$ cat config.mk
export PLATFORM = sky130hd
export DESIGN_NAME = shp_port
export DESIGN_NICKNAME = d
export VERILOG_FILES = /design/src/rtl/shp_pkg.sv /design/src/rtl/shp_sync.sv /design/src/rtl/shp_port.sv
export SDC_FILE = /design/constraint.sdc
export NUM_CORES = 1
export LEC_CHECK = 0
export ABC_AREA = 0
export BUFFER_PORTS_ARGS = -buffer_cell sky130_fd_sc_hd__buf_2
export CORE_ASPECT_RATIO = 1.25
export CORE_MARGIN = 8
export CORE_UTILIZATION = 34
export DETAILED_ROUTE_END_ITERATION = 16
export HOLD_SLACK_MARGIN = 0.08
export PLACE_DENSITY = 0.76
export SYNTH_ARGS = -nofsm -noshare
export SYNTH_HDL_FRONTEND = slang
export SYNTH_SLANG_ARGS = --single-unit
$ cat constraint.sdc
create_clock -name I_REF_CLK -period 2.14 [get_ports I_REF_CLK]
set_input_delay 0.214 -clock I_REF_CLK [delete_from_list [all_inputs] [get_ports I_REF_CLK]]
set_output_delay 0.214 -clock I_REF_CLK [all_outputs]
set_load 0.01 [all_outputs]
$ cat src/rtl/shp_pkg.sv
// Package with register codes, field positions and timing counts of the host bus port.
package shp_pkg;
    // Register selection codes.
    localparam logic [3:0] REG_STATUS0   = 4'h0;
    localparam logic [3:0] REG_RX_ERR    = 4'h1;
    localparam logic [3:0] REG_VECTOR    = 4'h2;
    localparam logic [3:0] REG_PENDING   = 4'h3;
    localparam logic [3:0] REG_DATA      = 4'h8;
    localparam logic [3:0] REG_NONE      = 4'h9;
    localparam logic [3:0] REG_STATUS10  = 4'hA;
    localparam logic [3:0] REG_ALIAS15   = 4'hB;
    localparam logic [3:0] REG_TC_LOW    = 4'hC;
    localparam logic [3:0] REG_TC_HIGH   = 4'hD;
    localparam logic [3:0] REG_ALIAS10   = 4'hE;
    localparam logic [3:0] REG_STATUS15  = 4'hF;
    // Pointer command field positions.
    localparam int PTR_LSB      = 0;
    localparam int PTR_CLR_W    = 5;
    localparam int PTR_HIGH_BIT = 3;
    // Vector modification field: bits 3..1 carry the status code on channel B.
    localparam int VEC_MOD_LSB  = 1;
    localparam logic [7:0] PTR_RESET = 8'h00;
    // Recovery time: 6 clocks plus 200 ns at 100 ns per clock.
    localparam int CLK_PERIOD_NS = 100;
    localparam int RECOV_NS      = 200;
    localparam int RECOV_CLKS    = 6;
    localparam logic [3:0] RECOV_CYCLES =
        4'(RECOV_CLKS + (RECOV_NS + CLK_PERIOD_NS - 1) / CLK_PERIOD_NS);
    typedef enum logic [1:0] {ST_IDLE, ST_READ, ST_WRITE, ST_ACK} shp_state_t;
endpackage

$ cat src/rtl/shp_sync.sv
// Two-flop synchroniser bank for asynchronous strobes.
module shp_sync
    import shp_pkg::*;
#(
    parameter int W = 4
) (
    input  wire logic         i_clk,
    input  wire logic         i_rst_n,
    input  wire logic [W-1:0] i_async,
    output logic      [W-1:0] o_sync
);
    logic [W-1:0] meta_q;
    logic [W-1:0] sync_q;

    // Each bit passes through two flops; the first is read only by the second.
    genvar g;
    generate
        for (g = 0; g < W; g++) begin : g_bit
            always_ff @(posedge i_clk or negedge i_rst_n) begin
                if (!i_rst_n) begin
                    meta_q[g] <= 1'b1;
                    sync_q[g] <= 1'b1;
                end else begin
                    meta_q[g] <= i_async[g];
                    sync_q[g] <= meta_q[g];
                end
            end
        end
    endgenerate

    assign o_sync = sync_q;
endmodule

$ cat src/rtl/shp_port.sv
// Host bus port: strobe sync, register selection, read steering, acknowledge.
module shp_port
    import shp_pkg::*;
(
    input  wire logic       I_REF_CLK,
    input  wire logic       I_RSTN,
    input  wire logic       i_MUX_MODE,
    input  wire logic       i_CE_N,
    input  wire logic       i_RD_N,
    input  wire logic       i_WR_N,
    input  wire logic       i_CHAN_A,
    input  wire logic       i_DATA_SEL,
    input  wire logic       i_ADDRESS_STROBE_N,
    input  wire logic       i_DATA_STROBE_N,
    input  wire logic       i_CHIP_SELECT_FIRST_N,
    input  wire logic       i_CHIP_SELECT_SECOND,
    input  wire logic       i_RD_NOT_WR,
    input  wire logic [7:0] i_MUX_ADDR_DATA,
    input  wire logic       i_IRQ_ACKNOWLEDGE_N,
    input  wire logic       i_CHAIN_ENABLE_IN,
    input  wire logic [7:0] i_D,
    input  wire logic       i_IRQ_PENDING,
    input  wire logic       i_VEC_ENABLE,
    input  wire logic [7:0] i_VECTOR,
    input  wire logic [2:0] i_VEC_STATUS,
    input  wire logic [7:0] i_PENDING_BITS,
    input  wire logic [7:0] i_STAT0_A,
    input  wire logic [7:0] i_STAT0_B,
    input  wire logic [7:0] i_RX_ERR_A,
    input  wire logic [7:0] i_RX_ERR_B,
    input  wire logic [7:0] i_STAT10_A,
    input  wire logic [7:0] i_STAT10_B,
    input  wire logic [7:0] i_STAT15_A,
    input  wire logic [7:0] i_STAT15_B,
    input  wire logic [15:0] i_TIME_CONST_A,
    input  wire logic [15:0] i_TIME_CONST_B,
    input  wire logic [7:0] i_RX_BUF_A,
    input  wire logic [7:0] i_RX_BUF_B,
    output logic      [7:0] o_D,
    output logic            o_D_OE,
    output logic            o_WR_STB,
    output logic      [3:0] o_WR_REG,
    output logic            o_WR_CHAN_A,
    output logic      [7:0] o_WR_DATA,
    output logic            o_RD_STB,
    output logic      [3:0] o_RD_REG,
    output logic            o_RD_CHAN_A,
    output logic            o_IN_SERVICE_SET,
    output logic            o_ACK_CLAIMED,
    output logic            o_RECOVERING
);
    logic       rst1_q, rst_n_q;
    logic [3:0] sync_o;
    logic       rd_s, wr_s, ds_s, as_s;
    logic       as_prev_q;
    logic       mux_ack_q, mux_cs_q, mux_ch_a_q;
    logic [4:0] mux_addr_q;
    logic [19:0] aph_q;
    logic [7:0] ptr_a_q, ptr_b_q;
    shp_state_t st_q, st_d;
    logic [7:0] rdata_q;
    logic       own_q;
    logic [3:0] recov_q;
    logic [7:0] wdata_q;
    logic [3:0] reg_q;
    logic       ch_a_q;

    // Reset is released through two flops so every flop leaves reset together.
    always_ff @(posedge I_REF_CLK or negedge I_RSTN) begin
        if (!I_RSTN) begin
            rst1_q  <= 1'b0;
            rst_n_q <= 1'b0;
        end else begin
            rst1_q  <= 1'b1;
            rst_n_q <= rst1_q;
        end
    end

    // Effective strobes are the overlap of chip enable and the raw strobe.
    wire eff_rd_n = i_RD_N | i_CE_N;
    wire eff_wr_n = i_WR_N | i_CE_N;

    // Strobes are asynchronous to the clock, so they pass a synchroniser.
    shp_sync #(.W(4)) u_sync (
        .i_clk  (I_REF_CLK),
        .i_rst_n(rst_n_q),
        .i_async({i_ADDRESS_STROBE_N, i_DATA_STROBE_N, eff_wr_n, eff_rd_n}),
        .o_sync (sync_o)
    );
    assign rd_s = ~sync_o[0];
    assign wr_s = ~sync_o[1];
    assign ds_s = ~sync_o[2];
    assign as_s = sync_o[3];

    // Bus is delayed like the strobe, so it must stay one clock past the rise.
    always_ff @(posedge I_REF_CLK or negedge rst_n_q) begin
        if (!rst_n_q) begin
            as_prev_q  <= 1'b1;
            aph_q      <= 20'hC0300;
            mux_ack_q  <= 1'b0;
            mux_cs_q   <= 1'b0;
            mux_ch_a_q <= 1'b0;
            mux_addr_q <= 5'h00;
        end else begin
            as_prev_q <= as_s;
            aph_q     <= {aph_q[9:0], i_IRQ_ACKNOWLEDGE_N,
                          i_CHIP_SELECT_FIRST_N, i_MUX_ADDR_DATA};
            if (as_s && !as_prev_q) begin
                mux_ack_q  <= ~aph_q[19];
                mux_cs_q   <= ~aph_q[18] & aph_q[19];
                mux_ch_a_q <= aph_q[10];
                mux_addr_q <= aph_q[15:11];
            end
        end
    end

    // Unified access view across both bus styles.
    wire mux_rw_ok = mux_cs_q & i_CHIP_SELECT_SECOND;
    wire acc_rd = i_MUX_MODE ? (ds_s & mux_rw_ok & i_RD_NOT_WR) : rd_s;
    wire acc_wr = i_MUX_MODE ? (ds_s & mux_rw_ok & ~i_RD_NOT_WR) : wr_s;
    wire ack_lo = i_MUX_MODE ? mux_ack_q : ~i_IRQ_ACKNOWLEDGE_N;
    wire ack_stb = i_MUX_MODE ? ds_s : rd_s;
    wire ch_a    = i_MUX_MODE ? mux_ch_a_q : i_CHAN_A;
    wire [7:0] ptr_cur = ch_a ? ptr_a_q : ptr_b_q;

    // Register selection from the latched address in multiplexed mode, else from pointer, point-high bit and data/control select.
    wire       pt_high  = ptr_cur[PTR_HIGH_BIT];
    wire [2:0] pcode    = ptr_cur[PTR_LSB +: 3];
    wire [3:0] sel_ptr  = {pt_high, pcode};
    wire       is_data  = i_DATA_SEL | (pt_high && pcode == 3'h0);
    wire [3:0] sel_reg  = i_MUX_MODE ? mux_addr_q[3:0] :
                          (is_data ? REG_DATA : sel_ptr);

    // Read aliases: low codes 4..7 fold onto 0..3; 11 reads as 15 and 14 reads as 10.
    wire [3:0] rd_reg =
        (!sel_reg[3])           ? {2'b00, sel_reg[1:0]} :
        (sel_reg == REG_ALIAS15) ? REG_STATUS15 :
        (sel_reg == REG_ALIAS10) ? REG_STATUS10 : sel_reg;

    // Vector on channel B carries interrupt status in its middle bits.
    wire [7:0] vec_mod = {i_VECTOR[7:4], i_VEC_STATUS, i_VECTOR[0]};
    wire [15:0] tc = ch_a ? i_TIME_CONST_A : i_TIME_CONST_B;
    logic [7:0] rd_mux;
    always_comb begin
        case (rd_reg)
            REG_STATUS0:  rd_mux = ch_a ? i_STAT0_A : i_STAT0_B;
            REG_RX_ERR:   rd_mux = ch_a ? i_RX_ERR_A : i_RX_ERR_B;
            REG_VECTOR:   rd_mux = ch_a ? i_VECTOR : vec_mod;
            REG_PENDING:  rd_mux = ch_a ? i_PENDING_BITS : 8'h00;
            REG_DATA:     rd_mux = ch_a ? i_RX_BUF_A : i_RX_BUF_B;
            REG_STATUS10: rd_mux = ch_a ? i_STAT10_A : i_STAT10_B;
            REG_STATUS15: rd_mux = ch_a ? i_STAT15_A : i_STAT15_B;
            REG_TC_LOW:   rd_mux = tc[7:0];
            REG_TC_HIGH:  rd_mux = tc[15:8];
            default:      rd_mux = 8'h00;
        endcase
    end

    // Claim decision at the falling strobe of an acknowledge cycle.
    wire claim = i_IRQ_PENDING & i_CHAIN_ENABLE_IN;
    wire wr_raw = i_MUX_MODE ? ~i_DATA_STROBE_N : ~eff_wr_n;
    wire [7:0] wbus = i_MUX_MODE ? i_MUX_ADDR_DATA : i_D;
    wire ptr_access = !i_MUX_MODE && !i_DATA_SEL && sel_ptr != 4'h0;

    // Access sequencer; the recovery counter blocks new accesses.
    always_comb begin
        st_d = st_q;
        case (st_q)
            ST_IDLE: begin
                if (recov_q == 4'h0) begin
                    if (ack_lo && ack_stb)      st_d = ST_ACK;
                    else if (acc_rd && !ack_lo) st_d = ST_READ;
                    else if (acc_wr && !ack_lo) st_d = ST_WRITE;
                end
            end
            ST_READ:  if (!acc_rd)  st_d = ST_IDLE;
            ST_WRITE: if (!acc_wr)  st_d = ST_IDLE;
            ST_ACK:   if (!ack_stb) st_d = ST_IDLE;
            default:  st_d = ST_IDLE;
        endcase
    end

    wire enter = (st_q == ST_IDLE) && (st_d != ST_IDLE);
    wire leave = (st_q != ST_IDLE) && (st_d == ST_IDLE);

    // Sequencer state, captured data and recovery count.
    always_ff @(posedge I_REF_CLK or negedge rst_n_q) begin
        if (!rst_n_q) begin
            st_q    <= ST_IDLE;
            rdata_q <= 8'h00;
            own_q   <= 1'b0;
            recov_q <= 4'h0;
            wdata_q <= 8'h00;
            reg_q   <= 4'h0;
            ch_a_q  <= 1'b0;
        end else begin
            st_q <= st_d;
            if (enter) begin
                ch_a_q <= ch_a;
                own_q  <= (st_d == ST_ACK) && claim;
                rdata_q <= (st_d == ST_ACK) ?
                           (ch_a ? i_VECTOR : vec_mod) : rd_mux;
                reg_q  <= (st_d == ST_WRITE) ? sel_reg : rd_reg;
            end
            if (st_q == ST_WRITE && wr_raw) begin
                wdata_q <= wbus;
            end
            if (leave) begin
                recov_q <= RECOV_CYCLES;
            end else if (recov_q != 4'h0) begin
                recov_q <= recov_q - 4'h1;
            end
        end
    end

    // Pointer registers: written at code 0, bits 4..0 cleared after a pointed access.
    always_ff @(posedge I_REF_CLK or negedge rst_n_q) begin
        if (!rst_n_q) begin
            ptr_a_q <= PTR_RESET;
            ptr_b_q <= PTR_RESET;
        end else if (leave && st_q != ST_ACK) begin
            if (ptr_access) begin
                if (ch_a_q) ptr_a_q[PTR_CLR_W-1:0] <= 5'h00;
                else        ptr_b_q[PTR_CLR_W-1:0] <= 5'h00;
            end else if (st_q == ST_WRITE && !i_MUX_MODE && !is_data) begin
                if (ch_a_q) ptr_a_q <= wdata_q;
                else        ptr_b_q <= wdata_q;
            end
        end
    end

    // Data drivers only during a read or owned acknowledge with strobe low.
    assign o_D    = rdata_q;
    assign o_D_OE = (st_q == ST_READ) ||
                    (st_q == ST_ACK && own_q && i_VEC_ENABLE);
    assign o_WR_STB    = leave && st_q == ST_WRITE;
    assign o_WR_REG    = reg_q;
    assign o_WR_CHAN_A = ch_a_q;
    assign o_WR_DATA   = wdata_q;
    assign o_RD_STB    = leave && st_q == ST_READ;
    assign o_RD_REG    = reg_q;
    assign o_RD_CHAN_A = ch_a_q;
    // In-service latch is set as the owned acknowledge ends.
    assign o_IN_SERVICE_SET = leave && st_q == ST_ACK && own_q;
    assign o_ACK_CLAIMED    = (st_q == ST_ACK) && own_q;
    assign o_RECOVERING     = recov_q != 4'h0;

    // Recovery holds for the full count after every access.
    chk_recovery_len: assert property (@(posedge I_REF_CLK)
        disable iff (!rst_n_q) leave |=> o_RECOVERING [*8] ##1 !o_RECOVERING)
        else $error("Recovery length wrong.");
    chk_no_early: assert property (@(posedge I_REF_CLK)
        disable iff (!rst_n_q) o_RECOVERING |=> st_q == ST_IDLE)
        else $error("Access started during recovery.");
    chk_drive_ack: assert property (@(posedge I_REF_CLK)
        disable iff (!rst_n_q) o_D_OE && st_q == ST_ACK |-> own_q)
        else $error("Vector driven without ownership.");
    chk_ius_set: assert property (@(posedge I_REF_CLK)
        disable iff (!rst_n_q) o_IN_SERVICE_SET |=> o_RECOVERING)
        else $error("In-service set outside cycle end.");
    chk_claim_need: assert property (@(posedge I_REF_CLK)
        disable iff (!rst_n_q)
        enter && st_d == ST_ACK && !i_IRQ_PENDING |=> !own_q)
        else $error("Claim without pending interrupt.");
    chk_chain_need: assert property (@(posedge I_REF_CLK)
        disable iff (!rst_n_q)
        enter && st_d == ST_ACK && !i_CHAIN_ENABLE_IN |=> !own_q)
        else $error("Claim with chain disabled.");
    chk_tc_low: assert property (@(posedge I_REF_CLK)
        disable iff (!rst_n_q)
        enter && st_d == ST_READ && rd_reg == REG_TC_LOW |=>
        rdata_q == $past(tc[7:0]))
        else $error("Time constant readback wrong.");
    chk_oe_read: assert property (@(posedge I_REF_CLK)
        disable iff (!rst_n_q) st_q == ST_WRITE |-> !o_D_OE)
        else $error("Driving during write.");
endmodule

==> flow_summary.toml <==
[run_status]
status = "finished with violations"
violations = "negative setup slack"

[drt]
via_per_inst = 5.092
wl_per_cell_um = 19.08
routed-wl-met3_um = 1144
vias = 4079
drtAntennaViolNets = 0
drt-met1-wl_um = 5902
drcViolationCount = 0
drt_iter0_drc = 262
wirelength_um = 15280
met2_length_um = 7950
first_pass_iters = 5
routed.top_layer = "met5"

[floorplanning]
initial_core_util_pct = 34.91
pin_count = 196
coreArea_mm2 = 0.01167
die_h_um = 138.4
rows = 44
die_w_um = 113.9
dieArea_mm2 = 0.01576

[job]
cap_violations = 0

[clocking]
clock_latency_ps = 330
cts_max_path_buffers = 2
clk_pin_slew_ps = 60
cts_root_buffer = "clkbuf_16"
cts_max_level = 3
cts_tree = "done"
cts.sinks = 68
numCtsBuffers = 9

[global_route]
grt_remaining_overflow = 0
grt_pass1_wl_um = 23380
grt.total_usage_pct = 19.05
grt_pass1_vias = 4354
grt_max_degree = 67
antenna_found_initial = 4

[synthesis]
yosysSeqAreaShare_pct = 42.17
synth.distinct_cells = 63
ys.warnings.count = 0
avgSynthCellArea_um2 = 10.26
yosys_most_used_dff = "dfrtp_1"
synth_top_cell_area_share_pct = 33.78
synth.area.top_cells = "dfrtp_1 (34%), mux2i_1 (8.6%), dfstp_2 (8.4%)"
synth_area_mm2 = 0.004074
synth_nets = 563
synth_top_area_cell = "dfrtp_1"
async_reset_ff_share_pct = 100.0
yosysMostFrequentCell = "dfrtp_1"
synth_edf_count = 0
yosys_register_bits = 68
synth_common_cells = "dfrtp_1 (55), nand2_1 (50), mux2i_1 (35)"
syn_inst = 397

[timing]
relSlewSlack_pct = 57.57
drv_slew = 0
setup-violations-final = 16
tightestPinTransition_ps = 633.0
rsz0062_at_grt = "yes"
fin_worst_skew_ps = 7.511
fin_crit_sh_pct = 113.4
setup_slack_ps = -286.1
timing.fmax_mhz = 412.2
finalHoldViolCount = 0
final.min_clock_period_ps = 2426

[placed_design]
hpwl_um = 12410
gp_congestion = 0.9076
dp.cells = 763
io_buffer_count = 195

[power_and_ir_drop]
peakVddDrop_mv = 0.5284
power_density_mw_per_mm2 = 894.8
p_leak_nw = 3.029

[worst_setup_path]
crit_type = "register to output pin"
worst_ep_arrival_time_ps = 2210
reg2reg_slack_ps = -260
crit_fanout = 3
startpoint_type = "register"
reg2reg_depth = 9
cp-end-kind = "output pin"
required_ps = 1930

[hold_path]
whs_path_depth = 2
hold_class = "input port to register"

[layout]
syn_to_final_growth_pct = 49.39
layout-drive-gt1-share_pct = 50.63
final_cell_count_no_fill = 801
fill_cells = 1097
num-nets-final = 799
post-route-util_pct = 52.14
[cell families (layout without fill, tap and decap cells)]
group / Yosys count / in the layout / synth area share, %
xor gates and xnor gates: 2 / 2 / 0.4301
other: 1 / 3 / 0.09205
muxes: 64 / 64 / 19.93
buffers and inverters: 37 / 278 / 5.344
adders and majority gates: 2 / 2 / 0.6142
and+or+nand+nor: 113 / 113 / 13.61
DFF: 68 / 68 / 42.17
AOI/OAI and AO/OA: 110 / 110 / 17.81
[sequential cells by signal, summed over array words and instances, names as in the netlist, 2 cells and up]
name,flops
aph_q,14
o_D,8
o_WR_DATA,8
mux_addr_q,4
o_RD_REG,4
ptr_a_q,4
ptr_b_q,4
recov_q,4
u_sync.meta_q,4
u_sync.o_sync,4
st_q,2
[cell type report]
type | instances | area [µm²] | share of cell area (%)
flip-flops and latches | 68 | 1719 | 28.25
repair buffers | 254 | 1540 | 25.31
diodes | 2 | 5.005 | 0.08224
clock inverters | 6 | 95.09 | 1.562
inverters | 8 | 30.03 | 0.4934
clock buffers | 10 | 239.0 | 3.927
well taps | 161 | 201.4 | 3.310
multi-input cells | 292 | 2256 | 37.07
[power by group]
part / internal (mW) / total [mW] / switching (mW)
registers: 1.59 / 1.81 / 0.220
clock network: 1.06 / 1.63 / 0.567
logic: 1.01 / 2.00 / 0.994
total: 3.66 / 5.45 / 1.78
[what timing repair did]
action                                 CTS  global route
hold buffers                            12             0
endpoints found under the hold margin   12             0
cloned                                   0             1
setup buffers                            5             3
gates resized for setup                 10            22
setup endpoints to repair               11            17
pin swaps                                6            15
[metal layers]
layer  vias to the layer above  track usage (%)
li1                       1951                -
met1                      1970            21.41
met2                       129            33.56
met3                        25            5.272
met4                         4            6.395
met5                         -                0
[per-stage QoR]
step	TNS [ps]	worst slack, ps	cell area (µm²)	power, mW	hold WS, ps
finish	-3009	-286.1	6086	5.446	114.6
global route	-4085	-359.8	6086	5.763	118.7
CTS	-2047	-261.0	5946	5.358	108.6
detailed placement	-359.4	-105.5	5416	3.631	2.097
global placement	-15.84	-15.84	5416	3.569	0.4553
floorplan	-29.47	-29.47	4091	2.867	-81.59
[placed cells by master (no fill, tap or decap), types with 9 or more instances in the layout]
cell type      netlist  final
nand2_1             50     50
buf_2               12    195
o21ai_1             19     11
o21ai_0             15     15
mux2i_1             35     34
clkbuf_16            0     10
nand3_1              9      9
a21oi_1             18     17
buf_4                5     38
mux2_1              12     12
o21ai_2              1      9
dlygate4sd3_1        0     12
nor2_1              14     14
dfrtp_1             55     54
dfstp_2             13     13
mux4_2               9      9
[worst paths after layout]
kind / startpoint / end
min in group asynchronous: I_RSTN / rst_n_q
min: i_WR_N / u_sync.meta_q[1]
max in group asynchronous: rst_n_q / u_sync.meta_q[2]
min reg2reg: rst_n_q / mux_ack_q
max reg2reg: recov_q[1] / o_D[0]
max: recov_q[1] / o_WR_STB
[worst max-delay path: stages (launching register included)]
cell and delay [ps]:
dfrtp_1 390, inv_2 80, ha_4 130, or3b_4 370, or3_4 380, nor3_4 180, or3_4 170, nor2b_2 40
buf_2 130
Note: power is estimated with default switching activity, not from simulation.
